$ cat config.mk
export PLATFORM = sky130hd
export DESIGN_NAME = qss_top
export DESIGN_NICKNAME = d
export VERILOG_FILES = /design/src/qss_pkg.sv /design/src/qss_stream_if.sv /design/src/qss_fifo.sv /design/src/qss_top.sv
export SDC_FILE = /design/constraint.sdc
export NUM_CORES = 2
export LEC_CHECK = 0
export BUFFER_PORTS_ARGS = -buffer_cell sky130_fd_sc_hd__buf_2
export CORE_MARGIN = 2
export CORE_UTILIZATION = 35
export CTS_CLUSTER_DIAMETER = 50
export CTS_CLUSTER_SIZE = 10
export DETAILED_ROUTE_END_ITERATION = 8
export PLACE_DENSITY_LB_ADDON = 0.08
export SLEW_MARGIN = 0
export SYNTH_ARGS = -nofsm -noshare
export SYNTH_HDL_FRONTEND = slang
export SYNTH_SLANG_ARGS = --single-unit
$ cat constraint.sdc
create_clock -name CLK -period 5.4 [get_ports CLK]
set_input_delay 0 -clock CLK [delete_from_list [all_inputs] [get_ports CLK]]
set_output_delay 0 -clock CLK [all_outputs]
set_load 0.02 [all_outputs]
$ cat src/qss_pkg.sv
package qss_pkg;

  localparam int unsigned AXI_AW = 6;
  localparam int unsigned SYM_W = 8;
  localparam int unsigned IQ_W = 5;
  localparam int unsigned MARK_W = 9;
  localparam int unsigned LIST_DEPTH_DEF = 256;
  localparam int unsigned FIFO_DEPTH_DEF = 32;

  localparam logic [AXI_AW-1:0] OFF_CTRL = 6'h00;
  localparam logic [AXI_AW-1:0] OFF_BAUD = 6'h04;
  localparam logic [AXI_AW-1:0] OFF_MARK = 6'h08;
  localparam logic [AXI_AW-1:0] OFF_DATA = 6'h0C;
  localparam logic [AXI_AW-1:0] OFF_STAT = 6'h10;

  localparam int unsigned CTRL_CARRIER_BIT = 0;
  localparam int unsigned CTRL_TYPE_LSB = 1;
  localparam int unsigned CTRL_CLEAR_BIT = 8;
  localparam int unsigned STAT_LEN_LSB = 0;
  localparam int unsigned STAT_POS_LSB = 16;

  localparam logic [1:0] RESP_OKAY = 2'h0;
  localparam logic [1:0] RESP_SLVERR = 2'h2;

  localparam logic CARRIER_RST = 1'b1;

  // Symbol rate is held in units of 1/8 Hz so that 0.125 Hz to 500 MHz fits in 32 bits.
  localparam logic [31:0] CLK_HZ = 32'h02625A00;
  localparam logic [31:0] BAUD_UNITS_PER_HZ = 32'h00000008;
  localparam logic [31:0] BAUD_DEF_HZ = 32'h00002710;
  localparam logic [31:0] BAUD_RST = 32'(BAUD_DEF_HZ * BAUD_UNITS_PER_HZ);
  localparam logic [31:0] BAUD_MIN = 32'h00000001;
  localparam logic [31:0] BAUD_MAX = 32'hEE6B2800;
  localparam logic [32:0] BAUD_MOD = 33'({1'b0, CLK_HZ} * {1'b0, BAUD_UNITS_PER_HZ});

  localparam logic [MARK_W-1:0] MARK_MIN = 9'h001;
  localparam logic [MARK_W-1:0] MARK_MAX = 9'h100;
  localparam logic [MARK_W-1:0] MARK_RST = 9'h001;

  typedef enum logic [1:0] {
    QSS_QAM16 = 2'h0,
    QSS_QAM64 = 2'h1,
    QSS_QAM256 = 2'h2
  } qss_qam_t;

  localparam qss_qam_t TYPE_RST = QSS_QAM16;

  function automatic logic [31:0] qss_merge(input logic [31:0] old_v, input logic [31:0] new_v,
                                            input logic [3:0] strb);
    logic [31:0] res;
    res = old_v;
    for (int b = 0; b < 4; b++) begin
      if (strb[b]) begin
        res[b*8 +: 8] = new_v[b*8 +: 8];
      end
    end
    return res;
  endfunction

  // Leading two bits pick the quadrant, the rest split evenly into I and Q levels.
  function automatic logic [2*IQ_W-1:0] qss_map(input logic [SYM_W-1:0] w, input qss_qam_t t);
    logic [1:0] quad;
    logic [2:0] ip;
    logic [2:0] qp;
    logic [IQ_W-1:0] mi;
    logic [IQ_W-1:0] mq;
    quad = w[7:6];
    ip = w[5:3];
    qp = w[2:0];
    unique case (t)
      QSS_QAM16: begin
        quad = w[3:2];
        ip = {2'h0, w[1]};
        qp = {2'h0, w[0]};
      end
      QSS_QAM64: begin
        quad = w[5:4];
        ip = {1'h0, w[3:2]};
        qp = {1'h0, w[1:0]};
      end
      QSS_QAM256: begin
        quad = w[7:6];
        ip = w[5:3];
        qp = w[2:0];
      end
    endcase
    mi = {1'b0, ip, 1'b1};
    mq = {1'b0, qp, 1'b1};
    if (quad[1] ^ quad[0]) begin
      mi = 5'h00 - mi;
    end
    if (quad[1]) begin
      mq = 5'h00 - mq;
    end
    return {mi, mq};
  endfunction

endpackage

$ cat src/qss_stream_if.sv
`timescale 1ns/10ps
interface qss_stream_if #(parameter int unsigned W = 8) ();
  logic valid;
  logic ready;
  logic [W-1:0] data;
  modport tx(output valid, output data, input ready);
  modport rx(input valid, input data, output ready);
endinterface

$ cat src/qss_fifo.sv
`timescale 1ns/10ps
module qss_fifo #(
  parameter int unsigned W = 8,
  parameter int unsigned DEPTH = 32
) (
  input wire logic clk,
  input wire logic rst,
  qss_stream_if.rx in_s,
  qss_stream_if.tx out_s
);
  localparam int unsigned PW = $clog2(DEPTH);
  localparam int unsigned CW = $clog2(DEPTH + 1);

  logic [W-1:0] mem [DEPTH];
  logic [PW-1:0] wr_ptr_r;
  logic [PW-1:0] rd_ptr_r;
  logic [CW-1:0] count_r;

  wire push = in_s.valid & in_s.ready;
  wire pop = out_s.valid & out_s.ready;

  assign in_s.ready = (count_r != CW'(DEPTH));
  assign out_s.valid = (count_r != '0);
  assign out_s.data = mem[rd_ptr_r];

  function automatic logic [PW-1:0] bump(input logic [PW-1:0] p);
    return (p == PW'(DEPTH - 1)) ? '0 : PW'(p + 1'b1);
  endfunction

  always_ff @(posedge clk) begin
    if (push) begin
      mem[wr_ptr_r] <= in_s.data;
    end
  end

  always_ff @(posedge clk) begin
    if (rst) begin
      wr_ptr_r <= '0;
      rd_ptr_r <= '0;
      count_r <= '0;
    end else begin
      if (push) begin
        wr_ptr_r <= bump(wr_ptr_r);
      end
      if (pop) begin
        rd_ptr_r <= bump(rd_ptr_r);
      end
      count_r <= CW'(count_r + CW'(push) - CW'(pop));
    end
  end
endmodule

$ cat src/qss_top.sv
`timescale 1ns/10ps
// Functional notes
// Symbol rate accepts 0.1 Hz to 500 MHz, resets to 10 kHz; the code's lowest rate is 0.125 Hz (one 1/8 Hz unit).
// Baud generator strobe alone advances the symbol list.
// Carrier enable defaults on; off gives baseband only; reads back 1 or 0.
// Symbol word is four bits for 16QAM, eight bits for 256QAM.
// Host supplies symbol words grouped to the selected type's width.
// Vectors leave in list order, one per symbol period, first entry first.
// Marker pulse on sync at programmed index, 1 to 256, default 1.
// Host sets marker before loading; later changes wait for next load.
// One marker index serves every modulation type.
// Marker index reads back exactly as programmed.
// Two leading bits choose quadrant; remaining bits choose point.
// 64QAM word is six bits: two quadrant bits, four position bits.
// After the last entry the list wraps to the first and continues.
module qss_top
  import qss_pkg::*;
#(
  parameter int unsigned LIST_DEPTH = LIST_DEPTH_DEF,
  parameter int unsigned FIFO_DEPTH = FIFO_DEPTH_DEF
) (
  input wire logic CLK,
  input wire logic RST,
  input wire logic [AXI_AW-1:0] AWADDR,
  input wire logic [2:0] AWPROT,
  input wire logic AWVALID,
  output logic AWREADY,
  input wire logic [31:0] WDATA,
  input wire logic [3:0] WSTRB,
  input wire logic WVALID,
  output logic WREADY,
  output logic [1:0] BRESP,
  output logic BVALID,
  input wire logic BREADY,
  input wire logic [AXI_AW-1:0] ARADDR,
  input wire logic [2:0] ARPROT,
  input wire logic ARVALID,
  output logic ARREADY,
  output logic [31:0] RDATA,
  output logic [1:0] RRESP,
  output logic RVALID,
  input wire logic RREADY,
  output logic [IQ_W-1:0] SYM_I,
  output logic [IQ_W-1:0] SYM_Q,
  output logic SYM_STROBE,
  output logic SYNC_MARK,
  output logic CARRIER_WAVE_EN
);
  localparam int unsigned LW = $clog2(LIST_DEPTH + 1);
  localparam int unsigned IW = $clog2(LIST_DEPTH);

  qss_stream_if #(.W(SYM_W)) load_s ();
  qss_stream_if #(.W(SYM_W)) drain_s ();

  qss_fifo #(.W(SYM_W), .DEPTH(FIFO_DEPTH)) u_fifo (
    .clk(CLK),
    .rst(RST),
    .in_s(load_s.rx),
    .out_s(drain_s.tx)
  );

  // Write channel state.
  logic aw_have_r;
  logic w_have_r;
  logic awready_r;
  logic wready_r;
  logic bvalid_r;
  logic [1:0] bresp_r;
  logic [AXI_AW-1:0] awaddr_r;
  logic [31:0] wdata_r;
  logic [3:0] wstrb_r;

  // Read channel state.
  logic arready_r;
  logic rvalid_r;
  logic [1:0] rresp_r;
  logic [31:0] rdata_r;

  // Settings.
  logic carrier_r;
  qss_qam_t type_r;
  logic [31:0] baud_r;
  logic [MARK_W-1:0] mark_r;
  logic [MARK_W-1:0] mark_act_r;

  // Sequencer state.
  logic [SYM_W-1:0] list_mem [LIST_DEPTH];
  logic [LW-1:0] len_r;
  logic [IW-1:0] rd_idx_r;
  logic [MARK_W-1:0] pos_r;
  logic [32:0] acc_r;
  logic [IQ_W-1:0] sym_i_r;
  logic [IQ_W-1:0] sym_q_r;
  logic strobe_r;
  logic mark_out_r;

  // Write path decode.
  wire aw_take = AWVALID & awready_r;
  wire w_take = WVALID & wready_r;
  wire wr_is_ctrl = (awaddr_r == OFF_CTRL);
  wire wr_is_baud = (awaddr_r == OFF_BAUD);
  wire wr_is_mark = (awaddr_r == OFF_MARK);
  wire wr_is_data = (awaddr_r == OFF_DATA);
  wire wr_known = wr_is_ctrl | wr_is_baud | wr_is_mark | wr_is_data;
  wire wr_both = aw_have_r & w_have_r & ~bvalid_r;
  // A symbol write waits here while the load FIFO is full, which stalls the bus.
  wire wr_push = wr_both & wr_is_data & wstrb_r[0];
  wire wr_go = wr_both & ~(wr_push & ~load_s.ready);
  wire aw_have_nxt = (aw_have_r | aw_take) & ~wr_go;
  wire w_have_nxt = (w_have_r | w_take) & ~wr_go;
  wire bvalid_nxt = (bvalid_r & ~BREADY) | wr_go;

  wire [31:0] ctrl_now = {23'h000000, 1'b0, 5'h00, type_r, carrier_r};
  wire [31:0] ctrl_new = qss_merge(ctrl_now, wdata_r, wstrb_r);
  wire [31:0] baud_new = qss_merge(baud_r, wdata_r, wstrb_r);
  wire [31:0] mark_new = qss_merge({23'h000000, mark_r}, wdata_r, wstrb_r);
  wire [1:0] type_req = ctrl_new[CTRL_TYPE_LSB +: 2];
  wire ctrl_wr = wr_go & wr_is_ctrl;
  wire type_ok = (type_req != 2'h3);
  wire baud_ok = (baud_new >= BAUD_MIN) & (baud_new <= BAUD_MAX);
  wire mark_ok = (mark_new >= {23'h000000, MARK_MIN}) & (mark_new <= {23'h000000, MARK_MAX});
  wire list_clear = ctrl_wr & ctrl_new[CTRL_CLEAR_BIT];

  assign load_s.valid = wr_push;
  assign load_s.data = wdata_r[SYM_W-1:0];

  // Read path decode.
  wire ar_take = ARVALID & arready_r;
  wire rvalid_nxt = (rvalid_r & ~RREADY) | ar_take;
  wire rd_is_ctrl = (ARADDR == OFF_CTRL);
  wire rd_is_baud = (ARADDR == OFF_BAUD);
  wire rd_is_mark = (ARADDR == OFF_MARK);
  wire rd_is_data = (ARADDR == OFF_DATA);
  wire rd_is_stat = (ARADDR == OFF_STAT);
  wire rd_known = rd_is_ctrl | rd_is_baud | rd_is_mark | rd_is_data | rd_is_stat;
  wire [31:0] stat_word = {16'(pos_r), 16'(len_r)};
  wire [31:0] rd_word = rd_is_ctrl ? ctrl_now :
                        rd_is_baud ? baud_r :
                        rd_is_mark ? {23'h000000, mark_r} :
                        rd_is_stat ? stat_word : 32'h00000000;

  // Baud generator: accumulate the rate and strobe on each wrap of the clock modulus.
  wire [32:0] acc_sum = 33'(acc_r + {1'b0, baud_r});
  wire baud_hit = (acc_sum >= BAUD_MOD);
  wire [32:0] acc_sub = 33'(acc_sum - BAUD_MOD);
  wire [32:0] acc_nxt = !baud_hit ? acc_sum : ((acc_sub >= BAUD_MOD) ? 33'h000000000 : acc_sub);

  // Sequencer decode.
  wire step = baud_hit & (len_r != '0) & ~list_clear;
  wire [IW-1:0] rd_idx_nxt = (LW'(rd_idx_r) == LW'(len_r - 1'b1)) ? '0 : IW'(rd_idx_r + 1'b1);
  wire [MARK_W-1:0] entry_pos = MARK_W'(rd_idx_r) + 9'h001;
  wire [2*IQ_W-1:0] iq_word = qss_map(list_mem[rd_idx_r], type_r);
  wire drain_go = drain_s.valid & drain_s.ready;

  assign drain_s.ready = (len_r != LW'(LIST_DEPTH)) & ~list_clear;

  always_ff @(posedge CLK) begin
    if (RST) begin
      aw_have_r <= 1'b0;
      w_have_r <= 1'b0;
      awready_r <= 1'b0;
      wready_r <= 1'b0;
      bvalid_r <= 1'b0;
      bresp_r <= RESP_OKAY;
    end else begin
      aw_have_r <= aw_have_nxt;
      w_have_r <= w_have_nxt;
      awready_r <= ~aw_have_nxt & ~bvalid_nxt;
      wready_r <= ~w_have_nxt & ~bvalid_nxt;
      bvalid_r <= bvalid_nxt;
      if (wr_go) begin
        bresp_r <= wr_known ? RESP_OKAY : RESP_SLVERR;
      end
    end
  end

  always_ff @(posedge CLK) begin
    if (aw_take) begin
      awaddr_r <= AWADDR;
    end
    if (w_take) begin
      wdata_r <= WDATA;
      wstrb_r <= WSTRB;
    end
  end

  always_ff @(posedge CLK) begin
    if (RST) begin
      arready_r <= 1'b0;
      rvalid_r <= 1'b0;
      rresp_r <= RESP_OKAY;
      rdata_r <= 32'h00000000;
    end else begin
      arready_r <= ~rvalid_nxt;
      rvalid_r <= rvalid_nxt;
      if (ar_take) begin
        rresp_r <= rd_known ? RESP_OKAY : RESP_SLVERR;
        rdata_r <= rd_word;
      end
    end
  end

  always_ff @(posedge CLK) begin
    if (RST) begin
      carrier_r <= CARRIER_RST;
      type_r <= TYPE_RST;
      baud_r <= BAUD_RST;
      mark_r <= MARK_RST;
    end else begin
      if (ctrl_wr) begin
        carrier_r <= ctrl_new[CTRL_CARRIER_BIT];
      end
      if (ctrl_wr & type_ok) begin
        type_r <= qss_qam_t'(type_req);
      end
      if (wr_go & wr_is_baud & baud_ok) begin
        baud_r <= baud_new;
      end
      if (wr_go & wr_is_mark & mark_ok) begin
        mark_r <= mark_new[MARK_W-1:0];
      end
    end
  end

  // The marker in force is captured when a new list is started, not when the index is written.
  always_ff @(posedge CLK) begin
    if (RST) begin
      mark_act_r <= MARK_RST;
    end else if (list_clear) begin
      mark_act_r <= mark_r;
    end
  end

  always_ff @(posedge CLK) begin
    if (drain_go) begin
      list_mem[IW'(len_r)] <= drain_s.data;
    end
  end

  always_ff @(posedge CLK) begin
    if (RST) begin
      len_r <= '0;
    end else if (list_clear) begin
      len_r <= '0;
    end else if (drain_go) begin
      len_r <= LW'(len_r + 1'b1);
    end
  end

  always_ff @(posedge CLK) begin
    if (RST || list_clear) begin
      acc_r <= 33'h000000000;
    end else begin
      acc_r <= acc_nxt;
    end
  end

  always_ff @(posedge CLK) begin
    if (RST || list_clear) begin
      rd_idx_r <= '0;
      pos_r <= 9'h000;
    end else if (step) begin
      rd_idx_r <= rd_idx_nxt;
      pos_r <= entry_pos;
    end
  end

  always_ff @(posedge CLK) begin
    if (RST) begin
      sym_i_r <= 5'h00;
      sym_q_r <= 5'h00;
      strobe_r <= 1'b0;
      mark_out_r <= 1'b0;
    end else begin
      strobe_r <= step;
      mark_out_r <= step & (entry_pos == mark_act_r);
      if (step) begin
        sym_i_r <= iq_word[IQ_W +: IQ_W];
        sym_q_r <= iq_word[0 +: IQ_W];
      end
    end
  end

  assign AWREADY = awready_r;
  assign WREADY = wready_r;
  assign BVALID = bvalid_r;
  assign BRESP = bresp_r;
  assign ARREADY = arready_r;
  assign RVALID = rvalid_r;
  assign RRESP = rresp_r;
  assign RDATA = rdata_r;
  assign SYM_I = sym_i_r;
  assign SYM_Q = sym_q_r;
  assign SYM_STROBE = strobe_r;
  assign SYNC_MARK = mark_out_r;
  assign CARRIER_WAVE_EN = carrier_r;
endmodule

**Yosys cells after proc, flatten, opt, wreduce, memory -nomap -nowiden**

Memories as Yosys holds them, arrays and structs flattened. A register that Yosys moved wholly into a read port is not among the register bits.
Cells that the tools add are included.

- Word-level logic and storage cells: 160
- Register bits after elaboration: 225
- RAM bits: 2304
- Memories: 2
- Output and inout port bits: 54

Memories:

| name | words | bits a word | rd ports | clocked after Yosys merged registers in | write ports | RTL line | text |
|---|---|---|---|---|---|---|---|
| list_mem | 256 | 8 | 1 | 1 | 1 | qss_top.sv:87 | `logic [SYM_W-1:0] list_mem [LIST_DEPTH];` |
| u_fifo.mem | 32 | 8 | 1 | 1 | 1 | qss_fifo.sv:14 | `logic [W-1:0] mem [DEPTH];` |

- Equality and inequality tests: 16
- Bitwise gates (word level): 53
- $add $sub $neg: 12
- Reductions and logical operators: 8
- Magnitude comparators: 6
- Multiplexer cells: 34

Operators with widths:

| cell | count |
|---|---|
| 2-to-1 mux 8 bit | 11 |
| greater-or-equal comparator 33 x 29 -> 1 bit, second input constant | 2 |
| 2-to-1 mux 33 bit | 2 |
| greater-or-equal comparator 32 x 1 -> 1 bit, second input constant | 2 |
| 2-to-1 mux 32 bit | 2 |
| 2-to-1 mux 25 bit | 2 |
| adder 33 x 32 -> 33 bit | 1 |
| subtractor 33 x 29 -> 33 bit, second input constant | 1 |
| less-or-equal comparator 32 bit, second input constant | 1 |
| less-or-equal comparator 32 x 9 -> 1 bit, second input constant | 1 |
| AND 1 bit | 30 |
| 2-to-1 mux 5 bit | 6 |
| == test 6 x 4 -> 1 bit, second input constant | 4 |
| case mux 3 bit (3 select lines) | 2 |
| == test 6 x 3 -> 1 bit, second input constant | 2 |
| logical NOT 6 bit | 2 |
| inverter 1 bit | 11 |
| bitwise OR 1 bit | 11 |
| adder 5 x 1 -> 5 bit, second input constant | 2 |
| == test 5 bit, second input constant | 2 |
| subtractor 1 x 4 -> 5 bit, first input constant | 2 |
| adder 8 x 1 -> 9 bit, second input constant | 1 |
| adder 9 x 1 -> 9 bit, second input constant | 1 |
| == test 8 x 9 -> 1 bit | 1 |
| 22 further kinds | 27 |

**Logic depth before layout (Yosys ltp)**

- Word-level depth: 14
- Mapped depth: 20

**Cells and area by module**

From an unflattened synthesis, not the netlist that was laid out.

- Cells, all modules: 5307
- Area total of the unflattened synthesis: 101743.8 um2

By module, submodules not included:

| module | cells each | seq. area each (um2) | times used | area an instance (um2) |
|---|---|---|---|---|
| qss_top | 4684 | 66203.5 | 1 | 90659.4 |
| qss_fifo | 623 | 8107.8 | 1 | 11084.4 |

**Least setup slack after synthesis**

OpenSTA, ideal clock, no wires.

- Path kind: reg-to-reg
- Start: register baud_r[0]
- End: register acc_r[25]
- Path slack: 1.181 ns
- Setup time: 0.128 ns
- Stages on the path, launching flop included: 19
- Period minus slack after synthesis: 4.219 ns
- Data arrival time: 4.091 ns
- Cell sequence: dfxtp_1 > ha_1 > inv_1 > fa_1 > nor2b_1 > o31ai_1 > a2111oi_1 > nor3_1 > a211oi_1 > a211oi_2 > a21o_1 > buf_2 > nor3b_1 > o311a_1 > o311ai_1 > a21oi_2 > buf_2 > a22oi_1 > nor2_1

- Word-level cells in the longest chain between the ends: 5
- Elaborated cells on any way between the ends: 6
- Classes of those cells: add/sub: 2; order compare: 2; mux: 2

Ends and longest elaborated chain:

| element | RTL line | text |
|---|---|---|
| from (decl) | qss_top.sv:82 | `logic [31:0] baud_r;` |
| from (signal assigned) | qss_top.sv:217 | `baud_r <= baud_new;` |
| adder 33 x 32 -> 33 bit * | qss_top.sv:143 | `wire [32:0] acc_sum = 33'(acc_r + {1'b0, baud_r});` |
| subtractor 33 x 29 -> 33 bit | qss_top.sv:145 | `wire [32:0] acc_sub = 33'(acc_sum - BAUD_MOD);` |
| greater-or-equal comparator 33 x 29 -> 1 bit | qss_top.sv:146 | `wire [32:0] acc_nxt = !baud_hit ? acc_sum : ((acc_sub >= BAUD_MOD) ? 33'h000000000 : acc_sub);` |
| 2-to-1 mux 33 bit | qss_top.sv:146 |  |
| 2-to-1 mux 33 bit * | qss_top.sv:146 |  |
| to (signal assigned) | qss_top.sv:254 | `acc_r <= acc_nxt;` |
| to (decl) | qss_top.sv:91 | `logic [32:0] acc_r;` |

Mark *: on every way between the ends. The rest lies on a longest branch, timed or not.
A chain may end at the register's enable or synchronous reset.

**Final worst setup path**

- Start: register baud_r[6]
- End: register acc_r[4]

Same word-level chain as after synthesis.

==> summary.log <==
[sta] crit path time final 5050 ps
[route] Avg WL per Cell 28.7 um
[placed_design] HPWL after detailed placement 172000 um
[sta] actual slew at the worst max-slew pin 1180 ps
[setup_path] largest fanout of any net on the critical path 11
[setup_path] category of the most critical setup path flop to flop
[synthesis] simple-gate share of the synthesized area 4.06%
[cts] buffer depth of the longest clock path 4
[synthesis] most area-hungry cell type in the Yosys netlist edfxtp_1
[cells_and_area] P&R area growth vs syn 17.5%
[hold_path] Hold WC Path Type primary input to flop
[global_route] Total Routing Usage GR 18.6%
[route] via-per-instance ratio 5.32
[cells_and_area] post-route standard cell area excluding fillers 119000 um^2
[setup_path] required time of the critical path 6170 ps
[sta] Max Freq 198 MHz
[global_route] wire length of the first global-routing pass 397000 um
[global_route] maximum number of pins on one net before global-route repair 147
[sta] Final Slew Violations 0
[floorplan] cell row count 197
[sta] Hold Slack 133 ps
[synthesis] most used standard cells in the synthesized netlist edfxtp_1 (2346), mux4_2 (758), nor2_1 (477), dfxtp_1 (193), clkbuf_1 (170)
[setup_path] cells traversed along the worst timing path ha_1 -> a21oi_1 -> o21ai_0 -> a21oi_1 -> o21ai_0 -> and3_1 -> inv_1 -> ha_1 -> or4_1 -> a21o_1 -> a31oi_1 -> nor4_1 -> o311ai_1 -> a21oi_2 -> buf_4 -> o21bai_1 -> buf_12 -> and3b_1
[synthesis] fraction of the mapped netlist area in compound gates 2.32%
[sta] Rel. slew slack 21.0%
[sta] setup violation total in the final timing report 0
[cells_and_area] Final Core Density 41.3%
[floorplan] boundary pin count 115
[sta] worst-case setup margin in the final layout 353 ps
[cts] # Post-CTS Setup Buffers 0
[synthesis] number of standard cells after synthesis 5087
[pwr] ratio of total power to cell area 495 nW/um^2
[cts] clock slew seen by the registers of the worst setup and hold paths 60 ps
[synthesis] Yosys cell types 80
[synthesis] Post-synth top flop edfxtp_1
[outcome] outcome finished, final reports clean
[cts] Root Buffer Master clkbuf_16
[cts] clock sink count 2539
[pwr] worst vdd rail ir drop 345 uV
[synthesis] most common cell in the synthesized netlist edfxtp_1
[cts] cts bufs inserted 341
[route] overall routed net length 274000 um
[placed_design] pre-CTS setup slack 390 ps
[setup_path] type of element capturing the critical path flop
[route] 1st-iter DRT viols 4330
[synthesis] area share of the largest cell type after synthesis 69.5%
[global_route] antenna violations before repair 9
[cts] count of H-tree levels built during CTS 5
[floorplan] die footprint 294000 um^2
[setup_path] critical path data arrival time 5820 ps
[floorplan] width of the chip 542 um
[global_route] residual overflow from global routing 0
[route] count of unresolved DRC violations after routing 0
[pwr] Pwr Total 59.0 mW
[sta] final number of hold-violating endpoints 0
[placed_design] placed cell areas 107000 um^2
[floorplan] Core Box Area 288000 um^2
[setup_path] slowest library cell on the worst path or4_1
[synthesis] share of synthesized area spent on multiplexers 17.5%
[cells_and_area] number of nets in the layout 5677
[synthesis] Synth Area in Adders 0.756%
[floorplan] initial core utilization 35.2%
[route] via count of the routed design 50800
[setup_path] Setup crit start kind flop
[cells_and_area] post-route non-filler standard cell count 9535
[setup_path] delay of the slowest critical-path stage 660 ps
[global_route] via count of the first global-routing pass 52600
[job] maxcap violations 0
[synthesis] cells taking the most area after synthesis edfxtp_1 (70%), mux4_2 (17%), dfxtp_1 (3.8%)
[placed_design] placed cell count 8892
[synthesis] largest family of logic cells by synthesized area multiplexers
[synthesis] total standard cell area after synthesis 101000 um^2
[sta] Final Cycle Share 93.5%
[synthesis] sequential cell area fraction in the yosys report 73.4%
[cts] clock tree from TritonCTS yes
[synthesis] mean instance size in the synthesized netlist 19.9 um^2
[placed_design] routability congestion estimate from global placement 0.799
[placed_design] Port Buf Inserts 106
[cells_and_area] layout cells sized above 1 27.5%
[sta] setup repair after global routing missed its margin no
[floorplan] die extent in y 542 um
[route] count of nets left with antenna violations after detail routing 0
[sta] worst-case clock skew 56.7 ps
[synthesis] fraction of registers with async set/reset 0%
[route] detailed-router iteration count before antenna repair 6
[cts] worst-skew pair later-pin latency 920 ps
[synthesis] number of warnings reported in the yosys synthesis log 0
[synthesis] total of flip-flops plus latches after synthesis 2539
[sta] total negative slack for setup checks 0 ps
[setup_path] buffer and inverter count on the worst path 3
[synthesis] xor and xnor area share after synthesis 0.615%
[pwr] Leak Pwr 37.0 nW
[synthesis] EDFF count, synth 2346
[setup_path] critical path's top delay family compound AO/OA/AOI/OAI gates
[cells by family (layout without fill, tap and decap cells)]
logic type,after synthesis,in the layout
xor gates and xnor gates,69,69
muxes,819,819
other,1,11
AOI/OAI and AO/OA,355,355
and+or+nand+nor,918,918
buffers and inverters,326,983
adders and majority gates,60,60
DFF,2539,2539
[layout by cell type (no fill, tap or decap), types with 18 or more instances in the layout]
cell,count
inv_6,18
nand2_1,162
dfxtp_1,185
clkbuf_1,54
edfxtp_1,2346
a211oi_1,38
buf_2,105
inv_1,37
o21ai_0,50
a21o_1,18
xnor2_1,35
ha_1,58
nor3_1,43
nand4_1,27
nor2_1,477
mux4_2,758
buf_4,169
clkinv_2,27
and3_1,22
buf_12,34
clkbuf_16,348
nand3_1,48
nor2b_1,21
mux2i_1,47
clkinv_1,20
a21oi_1,117
xor2_1,33
dlygate4sd3_1,102
[where the power goes]
| part | switching, mW | leakage (nW) | internal, mW |
|---|---|---|---|
| sequential | 0.344 | 22.7 | 24.4 |
| clock | 8.57 | 5.08 | 12.6 |
| combinational | 8.07 | 9.28 | 4.93 |
| total | 17.0 | 37.0 | 42.0 |
[sequential cells by signal, summed over array words and instances (netlist names), 8 cells and up, named ones only]
signal      count
RDATA          32
list_mem     2048
pos_r           9
rd_idx_r        8
baud_r         32
wdata_r        32
mark_act_r      9
acc_r          33
mark_r          9
len_r           9
u_fifo.mem    256
[metal layers]
layer | track usage (%) | wire length (um) | part of all wire, %
met1 | 27.0 | 126000 | 46
met2 | 29.3 | 129000 | 47
met3 | 2.74 | 12800 | 4.7
met4 | 4.56 | 5940 | 2.2
met5 | 0 | 0 | 0
[worst paths after layout]
path / from / endpoint / slack [ps] / cells after the start
worst min-delay path: ARADDR[1] / RDATA[1]$_SDFFE_PP0P_ / 130 / 5
worst max register to register: baud_r[6]$_SDFFE_PP0P_ / acc_r[4]$_SDFF_PP0_ / 350 / 18
worst max-delay path: baud_r[6]$_SDFFE_PP0P_ / acc_r[4]$_SDFF_PP0_ / 350 / 18
worst min register to register: RDATA[28]$_SDFFE_PP0P_ / RDATA[28]$_SDFFE_PP0P_ / 450 / 2
[cell type report]
class,instances,area (um^2)
Inverter,37,139
Tap cell,3781,4730
Multi-Input combinational cell,2227,25800
Antenna cell,5,12.5
Clock buffer,405,8950
Timing Repair Buffer,410,3500
Sequential cell,2539,74300
Fill cell,25500,169000
Clock inverter,131,1580
[worst min-delay path, delay by kind of cell]
family / cells / cell delay (ps)
AO/OA/AOI/OAI: 2 / 630
AND/OR/NAND/NOR: 2 / 240
buffers and inverters: 1 / 90
[repair_timing]
action,in CTS,in global routing
gates resized for setup,0,1
endpoints found under the hold margin,176,0
setup endpoints to repair,0,1
hold buffers,102,0
Note: power is estimated with default switching activity, not from simulation.
